==> config.mk <==
export PLATFORM = sky130hd
export DESIGN_NAME = tbpw_top
export DESIGN_NICKNAME = d
export VERILOG_FILES = /design/src/hw/tbpw_pkg.sv /design/src/hw/tbpw_match.sv /design/src/hw/tbpw_tick.sv /design/src/hw/tbpw_top.sv
export VERILOG_INCLUDE_DIRS = /design/src /design/src/hw
export SDC_FILE = /design/constraint.sdc
export NUM_CORES = 1
export LEC_CHECK = 0
export BUFFER_PORTS_ARGS = -buffer_cell sky130_fd_sc_hd__clkbuf_2
export CAP_MARGIN = 10
export CORE_MARGIN = 1.5
export CORE_UTILIZATION = 55
export CTS_CLUSTER_SIZE = 16
export DETAILED_ROUTE_END_ITERATION = 16
export PLACE_DENSITY_LB_ADDON = 0.2
export SETUP_SLACK_MARGIN = 0.05
export SLEW_MARGIN = 20
export SYNTH_ARGS = -nofsm -noshare
export SYNTH_HDL_FRONTEND = slang
export SYNTH_HIERARCHICAL = 1
export SYNTH_SLANG_ARGS = --single-unit
==> constraint.sdc <==
create_clock -name clk -period 3.11 [get_ports clk]
set_input_delay 0.311 -clock clk [delete_from_list [all_inputs] [get_ports clk]]
set_output_delay 0.311 -clock clk [all_outputs]
set_load 0.05 [all_outputs]
==> src/hw/tbpw_params.svh <==
/*
 * constants for the timer based pwm block: register offsets, field positions,
 * reset values and prescale codes.
 * assumes inclusion by bare name from hw/ and plain 8-bit register data.
 */
`ifndef TBPW_PARAMS_SVH
`define TBPW_PARAMS_SVH

// register offsets
`define TBPW_ADDR_PERIOD_LIMIT   4'h0
`define TBPW_ADDR_TIMER_CONTROL  4'h1
`define TBPW_ADDR_DUTY_HIGH      4'h2
`define TBPW_ADDR_DUTY_ACTIVE    4'h3
`define TBPW_ADDR_PWM_CONTROL    4'h4
`define TBPW_ADDR_TIMER_COUNT    4'h5
`define TBPW_ADDR_STATUS         4'h6

// capture_pwm_control fields
`define TBPW_CTL_MODE_LSB        0
`define TBPW_CTL_MODE_MSB        3
`define TBPW_CTL_DLOW_LSB        4
`define TBPW_CTL_DLOW_MSB        5

// period_timer_control fields
`define TBPW_TCON_PS_LSB         0
`define TBPW_TCON_PS_MSB         1
`define TBPW_TCON_RUN_BIT        2
`define TBPW_TCON_POST_LSB       3
`define TBPW_TCON_POST_MSB       6

// status register fields
`define TBPW_STAT_FLAG_BIT       0
`define TBPW_STAT_PIN_BIT        1

// reset values
`define TBPW_RST_PERIOD_LIMIT    8'hff
`define TBPW_RST_BYTE            8'h00

// prescale codes: 00 is 1:1, 01 is 1:4, 1x is 1:16
`define TBPW_PS_DIV1             2'h0
`define TBPW_PS_DIV4             2'h1

// a one count in the prescaler and its last counts at 1:4 and 1:16
`define TBPW_PS_ONE              4'h1
`define TBPW_PS_LAST4            4'h3
`define TBPW_PS_LAST16           4'hf

`endif

==> src/hw/tbpw_pkg.sv <==
/*
 * types for the timer based pwm block.
 * assumes tbpw_params.svh defines the numeric constants.
 */
package tbpw_pkg;

	typedef struct packed {
		logic [3:0] addr;
		logic [7:0] wdata;
		logic       wr;
		logic       rd;
	} tbpw_bus_req_t;

	typedef struct packed {
		logic [7:0] rdata;
	} tbpw_bus_rsp_t;

	typedef struct packed {
		logic       run;
		logic [1:0] prescale;
		logic       sleep;
	} tbpw_tick_ctl_t;

	typedef struct packed {
		logic       step;
		logic [1:0] low_bits;
	} tbpw_tick_t;

	typedef enum logic [1:0] {
		TBPW_OFF,
		TBPW_OTHER,
		TBPW_PWM
	} tbpw_mode_t;

endpackage

==> src/hw/tbpw_match.sv <==
/*
 * pwm output latch: sets at period start unless the next duty is zero, clears at duty match.
 * assumes period_start and time_base come from the timer logic.
 */
`timescale 1ns/100ps

module tbpw_match (
	// clock and reset
	input  wire logic       clk,
	input  wire logic       resetn,
	// control
	input  wire logic       clear,
	input  wire logic       hold,
	input  wire logic       period_start,
	input  wire logic [9:0] next_duty,
	input  wire logic [9:0] active_duty,
	input  wire logic [9:0] time_base,
	// pin level
	output logic            level
);

	typedef struct packed {
		logic level;
	} tbpw_match_state_t;

	tbpw_match_state_t st;
	tbpw_match_state_t next_st;

	always_comb begin
		next_st = st;
		if (clear) begin
			next_st.level = 1'b0;
		end else if (!hold) begin
			if (period_start)
				next_st.level = (next_duty != 10'h000);
			else if (time_base == active_duty)
				next_st.level = 1'b0;
		end
		// drop in the cycle the time base reaches the duty, so high time is duty steps
		level = st.level & (time_base != active_duty);
	end

	always_ff @(posedge clk or negedge resetn) begin
		if (!resetn)
			st <= '0;
		else
			st <= next_st;
	end

endmodule

==> src/hw/tbpw_tick.sv <==
/*
 * period timer prescaler: a quarter-oscillator counter and a 1/4/16 divider.
 * gives the timer step pulse and the two time-base low bits.
 * assumes clk is the oscillator; frozen while sleep is high.
 */
`timescale 1ns/100ps
`include "tbpw_params.svh"

module tbpw_tick (
	// clock and reset
	input  wire logic                    clk,
	input  wire logic                    resetn,
	// control
	input  wire tbpw_pkg::tbpw_tick_ctl_t ctl,
	// timer step
	output tbpw_pkg::tbpw_tick_t         tick
);

	typedef struct packed {
		logic [1:0] quarter;
		logic [3:0] presc;
	} tbpw_tick_state_t;

	tbpw_tick_state_t st;
	tbpw_tick_state_t next_st;
	logic             last;

	always_comb begin
		next_st = st;
		last = 1'b0;
		if (ctl.prescale == `TBPW_PS_DIV1)
			last = 1'b1;
		else if (ctl.prescale == `TBPW_PS_DIV4)
			last = ({2'h0, st.presc[1:0]} == `TBPW_PS_LAST4);
		else
			last = (st.presc == `TBPW_PS_LAST16);
		if (!ctl.run) begin
			next_st.presc = 4'h0;
		end else if (!ctl.sleep) begin
			next_st.quarter = st.quarter + 2'h1;
			if (st.quarter == 2'h3) begin
				next_st.presc = last ? 4'h0 : st.presc + `TBPW_PS_ONE;
			end
		end
		tick.step = ctl.run & !ctl.sleep & (st.quarter == 2'h3) & last;

		if (ctl.prescale == `TBPW_PS_DIV1)
			tick.low_bits = st.quarter;
		else if (ctl.prescale == `TBPW_PS_DIV4)
			tick.low_bits = st.presc[1:0];
		else
			tick.low_bits = st.presc[3:2];
	end

	always_ff @(posedge clk or negedge resetn) begin
		if (!resetn)
			st <= '0;
		else
			st <= next_st;
	end

endmodule

==> src/hw/tbpw_top.sv <==
/*
 * timer based pwm output: period timer, double-buffered 10-bit duty, one pin.
 * assumes a plain register port (read data one cycle after the read strobe)
 * and a sleep input held high while the device sleeps.
 */
// Functional notes
// pwm mode drives a pulse-width waveform on the pin, up to ten bits
// period is (limit+1) times four oscillator periods times the prescale
// timer count clears on the increment after it equals the limit
// pin goes high at each period start unless duty is zero
// written duty copies into the active buffer at the period boundary
// duty is eight high bits plus control bits 5:4 as low bits
// duty writes any time leave the current period undisturbed
// active duty buffer is read-only while pwm mode is selected
// active buffer plus hidden 2-bit latch double-buffer the duty
// time base is timer count plus quarter or prescaler low bits
// pin goes low when time base matches the buffered duty
// postscaler setting has no effect on the pwm period
// high time is duty times oscillator period times prescale
// duty beyond the period never matches, pin stays unchanged
// resolution is log2 of 4 times (limit+1), ten bits at 255
// in sleep the timer and state hold and the pin keeps its level
// software routes, loads limit, mode, duty, clears flag, starts timer
// software waits for the timer flag before enabling the driver
// software clears the pin direction bit to enable the driver
// mode values with both upper bits set select pwm mode
// mode zero turns the unit off and resets its state and latch
// zero duty keeps the pin low for the whole period
// prescaler divides by 1, 4 or 16
`timescale 1ns/100ps
`include "tbpw_params.svh"

module tbpw_top (
	// clock and reset
	input  wire logic                    clk,
	input  wire logic                    resetn,
	// register port
	input  wire tbpw_pkg::tbpw_bus_req_t bus_req,
	output tbpw_pkg::tbpw_bus_rsp_t      bus_rsp,
	// power state
	input  wire logic                    sleep,
	// pin routing
	input  wire logic                    output_pin_route,
	input  wire logic                    pin_direction_bit,
	// pin
	output logic                         pwm_out_pin,
	output logic                         pwm_out_pin_oe
);

	typedef struct packed {
		logic [7:0]              period_limit_reg;
		logic [7:0]              period_timer_control;
		logic [7:0]              duty_high_bits_reg;
		logic [7:0]              duty_active_buffer;
		logic [1:0]              duty_low_latch;
		logic [3:0]              unit_mode_select;
		logic [1:0]              duty_low_bits;
		logic [7:0]              period_timer_count;
		logic                    period_timer_flag;
		logic                    pin;
		logic                    pin_oe;
		tbpw_pkg::tbpw_bus_rsp_t rsp;
	} tbpw_state_t;

	tbpw_state_t             st;
	tbpw_state_t             next_st;
	tbpw_pkg::tbpw_mode_t    mode;
	tbpw_pkg::tbpw_tick_ctl_t tick_ctl;
	tbpw_pkg::tbpw_tick_t    tick;
	logic                    wrap;
	logic                    period_start;
	logic [9:0]              next_duty;
	logic [9:0]              active_duty;
	logic [9:0]              time_base;
	logic                    level;
	logic                    wr_ctl;

	always_comb begin
		if (st.unit_mode_select == 4'h0)
			mode = tbpw_pkg::TBPW_OFF;
		else if (st.unit_mode_select[3:2] == 2'h3)
			mode = tbpw_pkg::TBPW_PWM;
		else
			mode = tbpw_pkg::TBPW_OTHER;
	end

	// postscaler bits are stored but never reach the prescaler
	assign tick_ctl.run = st.period_timer_control[`TBPW_TCON_RUN_BIT];
	assign tick_ctl.prescale = st.period_timer_control[`TBPW_TCON_PS_MSB:`TBPW_TCON_PS_LSB];
	assign tick_ctl.sleep = sleep;

	tbpw_tick u_tick (
		.clk    (clk),
		.resetn (resetn),
		.ctl    (tick_ctl),
		.tick   (tick)
	);

	assign wrap = (st.period_timer_count == st.period_limit_reg);
	assign period_start = tick.step & wrap & (mode == tbpw_pkg::TBPW_PWM);
	assign next_duty = {st.duty_high_bits_reg, st.duty_low_bits};
	assign active_duty = {st.duty_active_buffer, st.duty_low_latch};
	assign time_base = {st.period_timer_count, tick.low_bits};

	tbpw_match u_match (
		.clk          (clk),
		.resetn       (resetn),
		.clear        (mode != tbpw_pkg::TBPW_PWM),
		.hold         (sleep),
		.period_start (period_start),
		.next_duty    (next_duty),
		.active_duty  (active_duty),
		.time_base    (time_base),
		.level        (level)
	);

	assign wr_ctl = bus_req.wr & (bus_req.addr == `TBPW_ADDR_PWM_CONTROL);

	always_comb begin
		next_st = st;
		// period timer
		if (tick.step) begin
			if (wrap) begin
				next_st.period_timer_count = 8'h00;
				next_st.period_timer_flag = 1'b1;
			end else begin
				next_st.period_timer_count = st.period_timer_count + 8'h01;
			end
		end
		if (period_start) begin
			next_st.duty_active_buffer = st.duty_high_bits_reg;
			next_st.duty_low_latch = st.duty_low_bits;
		end
		// register writes touch the software copy of the duty, and the active buffer only outside pwm mode
		if (bus_req.wr) begin
			unique case (bus_req.addr)
				`TBPW_ADDR_PERIOD_LIMIT: begin
					next_st.period_limit_reg = bus_req.wdata;
				end
				`TBPW_ADDR_TIMER_CONTROL: begin
					next_st.period_timer_control = {1'b0, bus_req.wdata[6:0]};
				end
				`TBPW_ADDR_DUTY_HIGH: begin
					next_st.duty_high_bits_reg = bus_req.wdata;
				end
				`TBPW_ADDR_DUTY_ACTIVE: begin
					if (mode != tbpw_pkg::TBPW_PWM)
						next_st.duty_active_buffer = bus_req.wdata;
				end
				`TBPW_ADDR_PWM_CONTROL: begin
					next_st.unit_mode_select =
						bus_req.wdata[`TBPW_CTL_MODE_MSB:`TBPW_CTL_MODE_LSB];
					next_st.duty_low_bits =
						bus_req.wdata[`TBPW_CTL_DLOW_MSB:`TBPW_CTL_DLOW_LSB];
				end
				`TBPW_ADDR_TIMER_COUNT: begin
					next_st.period_timer_count = bus_req.wdata;
				end
				`TBPW_ADDR_STATUS: begin
					// write one clears; a wrap in the same cycle wins
					if (bus_req.wdata[`TBPW_STAT_FLAG_BIT] && !(tick.step && wrap))
						next_st.period_timer_flag = 1'b0;
				end
				default: begin
				end
			endcase
		end
		// a mode zero write clears the hidden duty low latch
		if (wr_ctl && bus_req.wdata[`TBPW_CTL_MODE_MSB:`TBPW_CTL_MODE_LSB] == 4'h0) begin
			next_st.duty_low_latch = 2'h0;
		end
		// read data, valid in the cycle after the strobe
		next_st.rsp.rdata = 8'h00;
		if (bus_req.rd) begin
			unique case (bus_req.addr)
				`TBPW_ADDR_PERIOD_LIMIT:  next_st.rsp.rdata = st.period_limit_reg;
				`TBPW_ADDR_TIMER_CONTROL: next_st.rsp.rdata = st.period_timer_control;
				`TBPW_ADDR_DUTY_HIGH:     next_st.rsp.rdata = st.duty_high_bits_reg;
				`TBPW_ADDR_DUTY_ACTIVE:   next_st.rsp.rdata = st.duty_active_buffer;
				`TBPW_ADDR_PWM_CONTROL: begin
					next_st.rsp.rdata = {2'h0, st.duty_low_bits, st.unit_mode_select};
				end
				`TBPW_ADDR_TIMER_COUNT:   next_st.rsp.rdata = st.period_timer_count;
				`TBPW_ADDR_STATUS: begin
					next_st.rsp.rdata = {6'h00, st.pin, st.period_timer_flag};
				end
				default:                  next_st.rsp.rdata = 8'h00;
			endcase
		end
		// pin: latch level only when routed and in pwm mode
		next_st.pin = output_pin_route & (mode == tbpw_pkg::TBPW_PWM) & level;
		next_st.pin_oe = output_pin_route & !pin_direction_bit;
		if (sleep) begin
			next_st.pin = st.pin;
			next_st.pin_oe = st.pin_oe;
		end
	end

	always_ff @(posedge clk or negedge resetn) begin
		if (!resetn) begin
			st <= '0;
			st.period_limit_reg <= `TBPW_RST_PERIOD_LIMIT;
		end else begin
			st <= next_st;
		end
	end

	assign bus_rsp = st.rsp;
	assign pwm_out_pin = st.pin;
	assign pwm_out_pin_oe = st.pin_oe;

endmodule

# Word-level counts from Yosys, hierarchy flattened
# Cells that the tools add are included.
# totals
word_cells	96
inputBits	19
output_inout_bits	10
register_bits	65
# op_classes
bitwise	11
addsub	3
n_reduce_logical	20
n_eq_ne	19
muxes	28
# op_table
cell	count
$pmux W8 S7	1
$mux W8	6
$mux W9	2
$mux W4	4
$reduce_and A2 Y1	7
$eq A4 B3 Y1 const B	3
$logic_not A4 Y1	3
$and A1 B1 Y1	10
$eq A10 B10 Y1	1
$mux W10	1
$mux W2	5
$ne A10 B10 Y1	1
$reduce_bool A10 Y1	1
$mux W1	9
$add A8 B1 Y8 const B	1
$eq A2 B2 Y1 const B	4
$eq A4 B2 Y1 const B	2
$eq A8 B8 Y1	1
$add A4 B1 Y4 const B	1
$eq A4 B1 Y1 const B	1
$eq A4 B4 Y1 const B	1
$ne A2 B1 Y1 const B	2
$ne A2 B2 Y1 const B	2
$logic_and A1 B1 Y1	3
other kinds (7)	9

# Logic depth before layout (Yosys ltp)
# Gate-level depths: netlist of run 1.
# depth
ltp_word	10
ltp_mapped	9
ltp_nobuf	9

# Modules after synthesis
# Netlist of run 1, hierarchy kept.
# by_module_without_submodules
mod	cells_each	instances	seq_area_each_um2	area_each_um2
tbpw_top	289	1	1461.4	3100.5
tbpw_tick	35	1	150.1	384.1
tbpw_match	24	1	25.0	203.9

# Worst setup path before layout of run 1
# No wires, ideal clock.
# synth_timing
path_type	reg-to-reg
start	register u_tick/st[0] in the netlist's numbering
end	register u_match.st
required_time_ns	3.045
n_path_buf	2
stages_incl_launch_ff	10
slack_ns	0.764
synth_period_minus_slack_ns	2.346
setup_time_ns	0.065
arrival_time_ns	2.281
cell_sequence	dfrtp_1 ha_1 o21ba_1 nor3_1 inv_1 clkbuf_1 clkbuf_1 nor4_1 a32o_1 a31o_1
# synth_rtl
element	line_no	text
from (decl)	tbpw_tick.sv:24	tbpw_tick_state_t st;
from (signal assigned)	tbpw_tick.sv:59	st <= next_st;
to (signal assigned)	tbpw_match.sv:47	st <= next_st;
to (decl)	tbpw_match.sv:26	tbpw_match_state_t st;

==> results of run 1 <==
[how the worst min path moves through the flow]
| stage | start | end | slack (ns) | cells past startpoint |
|---|---|---|---|---|
| 2_1_floorplan | resetn | active_duty[0] | 0.02 | 0 |
| 6_report | output_pin_route | pwm_out_pin_oe | 0.21 | 3 |
| 3_5_place_dp | resetn | u_tick/st[3] | 0.34 | 1 |
| 5_1_grt | output_pin_route | pwm_out_pin_oe | 0.22 | 3 |
| 4_1_cts | output_pin_route | pwm_out_pin_oe | 0.21 | 3 |
| 3_3_place_gp | resetn | u_tick/st[3] | 0.34 | 1 |
[cells by family after synthesis]
| kind of cell | synth area share |
|---|---|
| buffers and inverters | 0.0448 |
| multiplexers | 0.124 |
| AND/OR/NAND/NOR | 0.171 |
| AO/OA/AOI/OAI | 0.147 |
| XOR/XNOR | 0.0594 |
| adder cells (fa/ha/maj) | 0.0102 |
| flip-flops | 0.444 |
[through the flow]
step	total power [mW]	hold WS (ns)	utilization	area (sq um)	setup slack [ns]
2_1_floorplan	1.74	0.0154	-	3690	0.764
3_3_place_gp	1.94	0.337	0.593	3810	0.622
3_5_place_dp	1.96	0.342	0.593	3810	0.512
4_1_cts	2.79	0.206	0.630	4050	0.494
5_1_grt	2.93	0.218	0.630	4050	0.260
6_report	2.81	0.211	0.630	4050	0.452
[what timing repair did]
item,in CTS,in global routing
hold buffers,1,0
setup buffers,0,0
hold endpoints to repair,19,0
[layout make-up]
cell class	instances	share of cell area
Clock buffer	10	0.0340
Clock inverter	6	0.0226
Inverter	4	0.00371
Multi-Input combinational cell	252	0.466
Sequential cell	65	0.404
Tap cell	77	0.0238
Timing Repair Buffer	32	0.0457
[flip-flops by register name (all words and copies together) (netlist names)]
register	count
active_duty	10
bus_rsp	8
next_duty	10
pwm_out_pin	1
pwm_out_pin_oe	1
st	28
u_match/st	1
u_tick/st	6
[critical path: stages (launching register included)]
cell,delay (ns)
dfrtp_1,0.42
ha_1,0.20
o21ba_1,0.21
nor3_1,0.43
inv_1,0.46
or4_1,0.63
a31oi_1,0.21
[power groups by stage]
stage | clock, mW | combinational, mW | sequential (mW)
5_1_grt | 0.875 | 0.745 | 1.31
2_1_floorplan | 0 | 0.544 | 1.19
4_1_cts | 0.839 | 0.672 | 1.28
3_3_place_gp | 0 | 0.649 | 1.29
6_report | 0.833 | 0.685 | 1.29
3_5_place_dp | 0 | 0.663 | 1.30
[cells in the final DEF (no fill, tap or decap), drive strengths merged, types with 2 or more instances in the layout]
cell / synthesis / routed
a31oi: 13 / 13
clkinv: 0 / 4
nand3: 19 / 19
clkbuf: 15 / 37
or4: 11 / 11
nand4: 6 / 6
mux2: 37 / 37
mux2i: 2 / 2
nand3b: 5 / 5
a31o: 2 / 2
nand2b: 3 / 3
buf: 12 / 4
a21o: 2 / 2
a222oi: 4 / 4
o41ai: 10 / 10
nor2: 24 / 24
and3b: 2 / 2
a21oi: 8 / 8
nand2: 22 / 22
xor2: 19 / 19
bufinv: 0 / 2
a22o: 6 / 6
o211ai: 2 / 2
ha: 3 / 3
nor2b: 6 / 6
o31ai: 5 / 5
dfrtp: 57 / 57
xnor2: 6 / 6
dfstp: 8 / 8
o21ai: 6 / 6
nor4: 8 / 8
nor3: 4 / 4
inv: 4 / 4
and2: 2 / 2
[routing by layer]
metal	wire, microns	vias to the layer above	track usage
met5	0	-	0
met4	203	0	0.104
met3	865	22	0.0807
met2	4350	159	0.422
met1	4250	1465	0.410
li1	-	1334	-
==> flow_summary.json, run 1 <==
{
  "status": "finished with violations",
  "violations": "design-rule violations",
  "p_leak_nw": 1.66,
  "switching_share": 0.352,
  "drt_first_pass_iters": 11,
  "end_kind": "flop",
  "synth.net_count": 370,
  "cts_tree": "done",
  "coreArea_sq_um": 6420,
  "die_x_microns": 84.9,
  "pwr-share-comb": 0.244,
  "drive_gt1_frac": 0.279,
  "stdcell_count": 446,
  "cp-start-kind": "flop",
  "yosysWarningCount": 6,
  "critPathKind": "reg2reg",
  "h-tree-depth": 3,
  "start_util": 0.574,
  "grt_overflow_total": 0,
  "antenna_found_initial": 0,
  "drt_iter0_markers": 400,
  "clock_power_share": 0.296,
  "r2r-end": "active_duty[3]",
  "cp-endpoint": "active_duty[3]",
  "dp_hpwl_microns": 6560,
  "dominantRegCellSynth": "dfrtp_1",
  "yosys.area.top_type": "dfrtp_1",
  "final_nets": 386,
  "maxCapViolCount": 0,
  "path_clk_slew_ns": 0.07,
  "r2r_slack_ns": 0.45,
  "multi_input_area_sq_um": 1890,
  "p_seq_frac": 0.460,
  "post-place-cells": 429,
  "synth.avg_cell_area_sq_um": 10.6,
  "globalplace.congestion": 0.945,
  "worst_pin_slew_ns": 0.722,
  "critPathArrivalTime_ns": 2.93,
  "drc": 4,
  "grt_use_total": 0.287,
  "synth_most_common_cell": "dfrtp_1",
  "die_area_sq_um": 7210,
  "p_sw_mw": 0.988,
  "vdd_drop_max_v": 0.000285,
  "ys_types": 54,
  "ys_top_cells_by_count": "57 x dfrtp_1, 37 x mux2_2, 24 x nor2_1",
  "fillerInstances": 533,
  "slew_viol_final": 0,
  "rsz0062_at_grt": "no",
  "worstPathRequired_ns": 3.38,
  "post_drt_wl_per_cell_microns": 21.7,
  "hold_violations": 0,
  "setup_viol": 0,
  "crit_fanout": 25,
  "max_freq_mhz": 376,
  "relSlewSlack": 0.515,
  "ant_nets": 0,
  "syn_to_final_growth_pct": 9.77,
  "yosysSeqAreaShare": 0.444,
  "netlist_area_sq_um": 3690,
  "synth_edf_count": 0,
  "ctsLongestPathBuffers": 2,
  "numPortBuffers": 28,
  "synth_top_area_frac": 0.387,
  "p_per_area_nw_per_um2": 694,
  "power.internal_mw": 1.82,
  "rr_startpoint": "u_tick/st[1]",
  "fin_tns_setup_ns": 0,
  "viasPerCell": 6.68,
  "async_reset_ff_frac": 1.00,
  "diodes": 0,
  "rows": 29,
  "cts-root-buf": "clkbuf_8",
  "synth-seq-cells": 65,
  "netlist_instances": 348,
  "min_path_type": "in2reg",
  "grt_max_degree": 42,
  "finalClockSkew_ns": 0.0119,
  "r2r_cells": 6,
  "vias": 2980,
  "synth_area_leaders": "dfrtp_1 39%, mux2_2 11%, dfstp_2 5.7%",
  "regArea_sq_um": 1640,
  "cts_buffers": 9,
  "die_h_microns": 84.9,
  "grt_pass1_wl_microns": 15600,
  "wl_microns": 9670,
  "ioPinCount": 29,
  "min_period_ns": 2.66,
  "cts_resized": 0,
  "first_global_vias": 2860,
  "cts_sinks": 65,
  "crit_start": "u_tick/st[1]",
  "period_share": 0.855,
  "insertion_delay_ns": 0.36
}
No activity file was read; power rests on OpenSTA's default activity.
==> run 2: changes to the inputs <==
==> constraint.sdc (replaced) <==
create_clock -name clk -period 3.1 [get_ports clk]
set_input_delay 0.31 -clock clk [delete_from_list [all_inputs] [get_ports clk]]
set_output_delay 0.31 -clock clk [all_outputs]
set_load 0.05 [all_outputs]
==> run 2 against run 1 <==
  * The flow still finishes with violations (design-rule violations)
  * Cell count is the same
  * First-iteration DRC count grew 4.3%
  * Wire length shrank 1.2%
  * Global-route usage shrank 0.25 points
  * Non-clock buffer count is the same
  * Maximum frequency shrank 2.7%
  * Flip-flop and latch count is the same
  * Sequential power is essentially flat
  * Sequential share of layout area grew 0.24 points
  * Clock skew shrank 0.0037 ns
  * Via count grew 0.50%
==> flow_summary.json, run 2 (same netlist as run 1, synthesis figures left out) <==
{
  "period_share": 0.882,
  "globalplace.congestion": 0.969,
  "insertion_delay_ns": 0.35,
  "fillerInstances": 526,
  "ioPinCount": 29,
  "h-tree-depth": 3,
  "mostFrequentLayoutCells": "57 x dfrtp_1, 37 x mux2_2, 27 x clkbuf_2",
  "die_x_microns": 84.9,
  "grt_use_total": 0.285,
  "critPathKind": "reg2reg",
  "worst_pin_slew_ns": 0.750,
  "ant_nets": 0,
  "fin_tns_setup_ns": 0,
  "die_h_microns": 84.9,
  "cts_resized": 0,
  "post_drt_wl_per_cell_microns": 21.4,
  "hold_buffers": 1,
  "p_total_mw": 2.71,
  "drt_iter0_markers": 417,
  "first_global_vias": 2827,
  "slew_viol_final": 0,
  "path_clk_slew_ns": 0.07,
  "cts_buffers": 9,
  "rsz0062_at_grt": "no",
  "cts-root-buf": "clkbuf_8",
  "critPathMaxStageDelay_ns": 0.63,
  "grt_pass1_wl_microns": 15400,
  "finalClockSkew_ns": 0.00816,
  "dp_hpwl_microns": 6510,
  "grt_overflow_total": 0,
  "vias": 2995,
  "cts_tree": "done",
  "min_path_type": "in2reg",
  "p_leak_nw": 1.64,
  "numPortBuffers": 28,
  "wl_microns": 9550,
  "setup_viol": 0,
  "largest_reg_flops": 28,
  "cp_top_family": "simple AND/OR/NAND/NOR gates",
  "diodes": 0,
  "maxCapViolCount": 0,
  "crit_fanout": 25,
  "stdcell_count": 446,
  "violations": "design-rule violations",
  "whs_ns": 0.219,
  "drt_first_pass_iters": 11,
  "critPathArrivalTime_ns": 3.00,
  "grt_max_degree": 41,
  "hold_violations": 0,
  "viasPerCell": 6.72,
  "coreArea_sq_um": 6420,
  "crit_slowest_cell": "or4_1",
  "min_period_ns": 2.73,
  "syn_to_final_growth_pct": 9.12,
  "worstPathRequired_ns": 3.36,
  "rows": 29,
  "status": "finished with violations",
  "postLayoutCoreUtil": 0.627,
  "end_kind": "flop",
  "die_area_sq_um": 7210,
  "max_freq_mhz": 366,
  "p_per_area_nw_per_um2": 672,
  "drive_gt1_frac": 0.279,
  "worst-path-buf-inv": 1,
  "final_common_cell": "dfrtp_1",
  "ctsLongestPathBuffers": 2,
  "cp-start-kind": "flop",
  "cts_setup_buffers": 0,
  "final_nets": 386,
  "cts_sinks": 65,
  "post-place-cells": 429,
  "top_register": "st",
  "start_util": 0.574,
  "drc": 4,
  "antenna_found_initial": 0,
  "crit_chain": "ha_1 > o21ba_1 > nor3_1 > inv_1 > or4_1 > a31oi_1",
  "vdd_drop_max_v": 0.000324,
  "relSlewSlack": 0.496
}
run 2: cell count changes in the layout (fill, tap and decap cells not counted), sizes merged:
cell and change:
clkinvlp +2, bufinv -1, clkinv -1
run 2: area by class of cell:
type	count	area, sq um	share of cell area
inverters	4	15.0	0.00373
repair buffers	32	185	0.0460
well taps	77	96.3	0.0239
clock inverters	6	67.6	0.0168
flip-flops and latches	65	1640	0.407
multi-input cells	252	1890	0.469
clock buffers	10	138	0.0342
run 2: power by group:
| part | internal (mW) | switching (mW) | total (mW) |
|---|---|---|---|
| Combinational | 0.316 | 0.361 | 0.676 |
| Sequential | 1.03 | 0.260 | 1.29 |
| Clock | 0.394 | 0.343 | 0.737 |
run 2: worst min-delay path: stages:
cell and delay [ns]:
clkbuf_2 0.09, nand2b_1 0.05, o21ai_0 0.07
run 2: layer usage:
metal,up-vias,track usage,part of all wire
li1,1338,-,-
met2,181,0.410,0.45
met1,1447,0.419,0.44
met5,-,0,0
met3,29,0.0661,0.089
met4,0,0.110,0.024
run 2: path summary, 6_finish.rpt:
check	startpoint	to	slack (ns)	cells after the start
max	u_tick/st[0]	active_duty[3]	0.37	6
min	output_pin_route	pwm_out_pin_oe	0.22	3
max reg2reg	u_tick/st[0]	active_duty[3]	0.37	6
min reg2reg	pwm_out_pin_oe	pwm_out_pin_oe	0.49	2
max in group asynchronous	resetn	st[53]	1.90	3
min in group asynchronous	resetn	u_tick/st[2]	0.51	2
run 2: stage by stage:
stage	setup WS, ns	cell area, sq um
4_1_cts	0.414	4030
3_3_place_gp	0.606	3810
3_5_place_dp	0.450	3810
6_report	0.367	4030
2_1_floorplan	0.754	3690
5_1_grt	0.117	4030
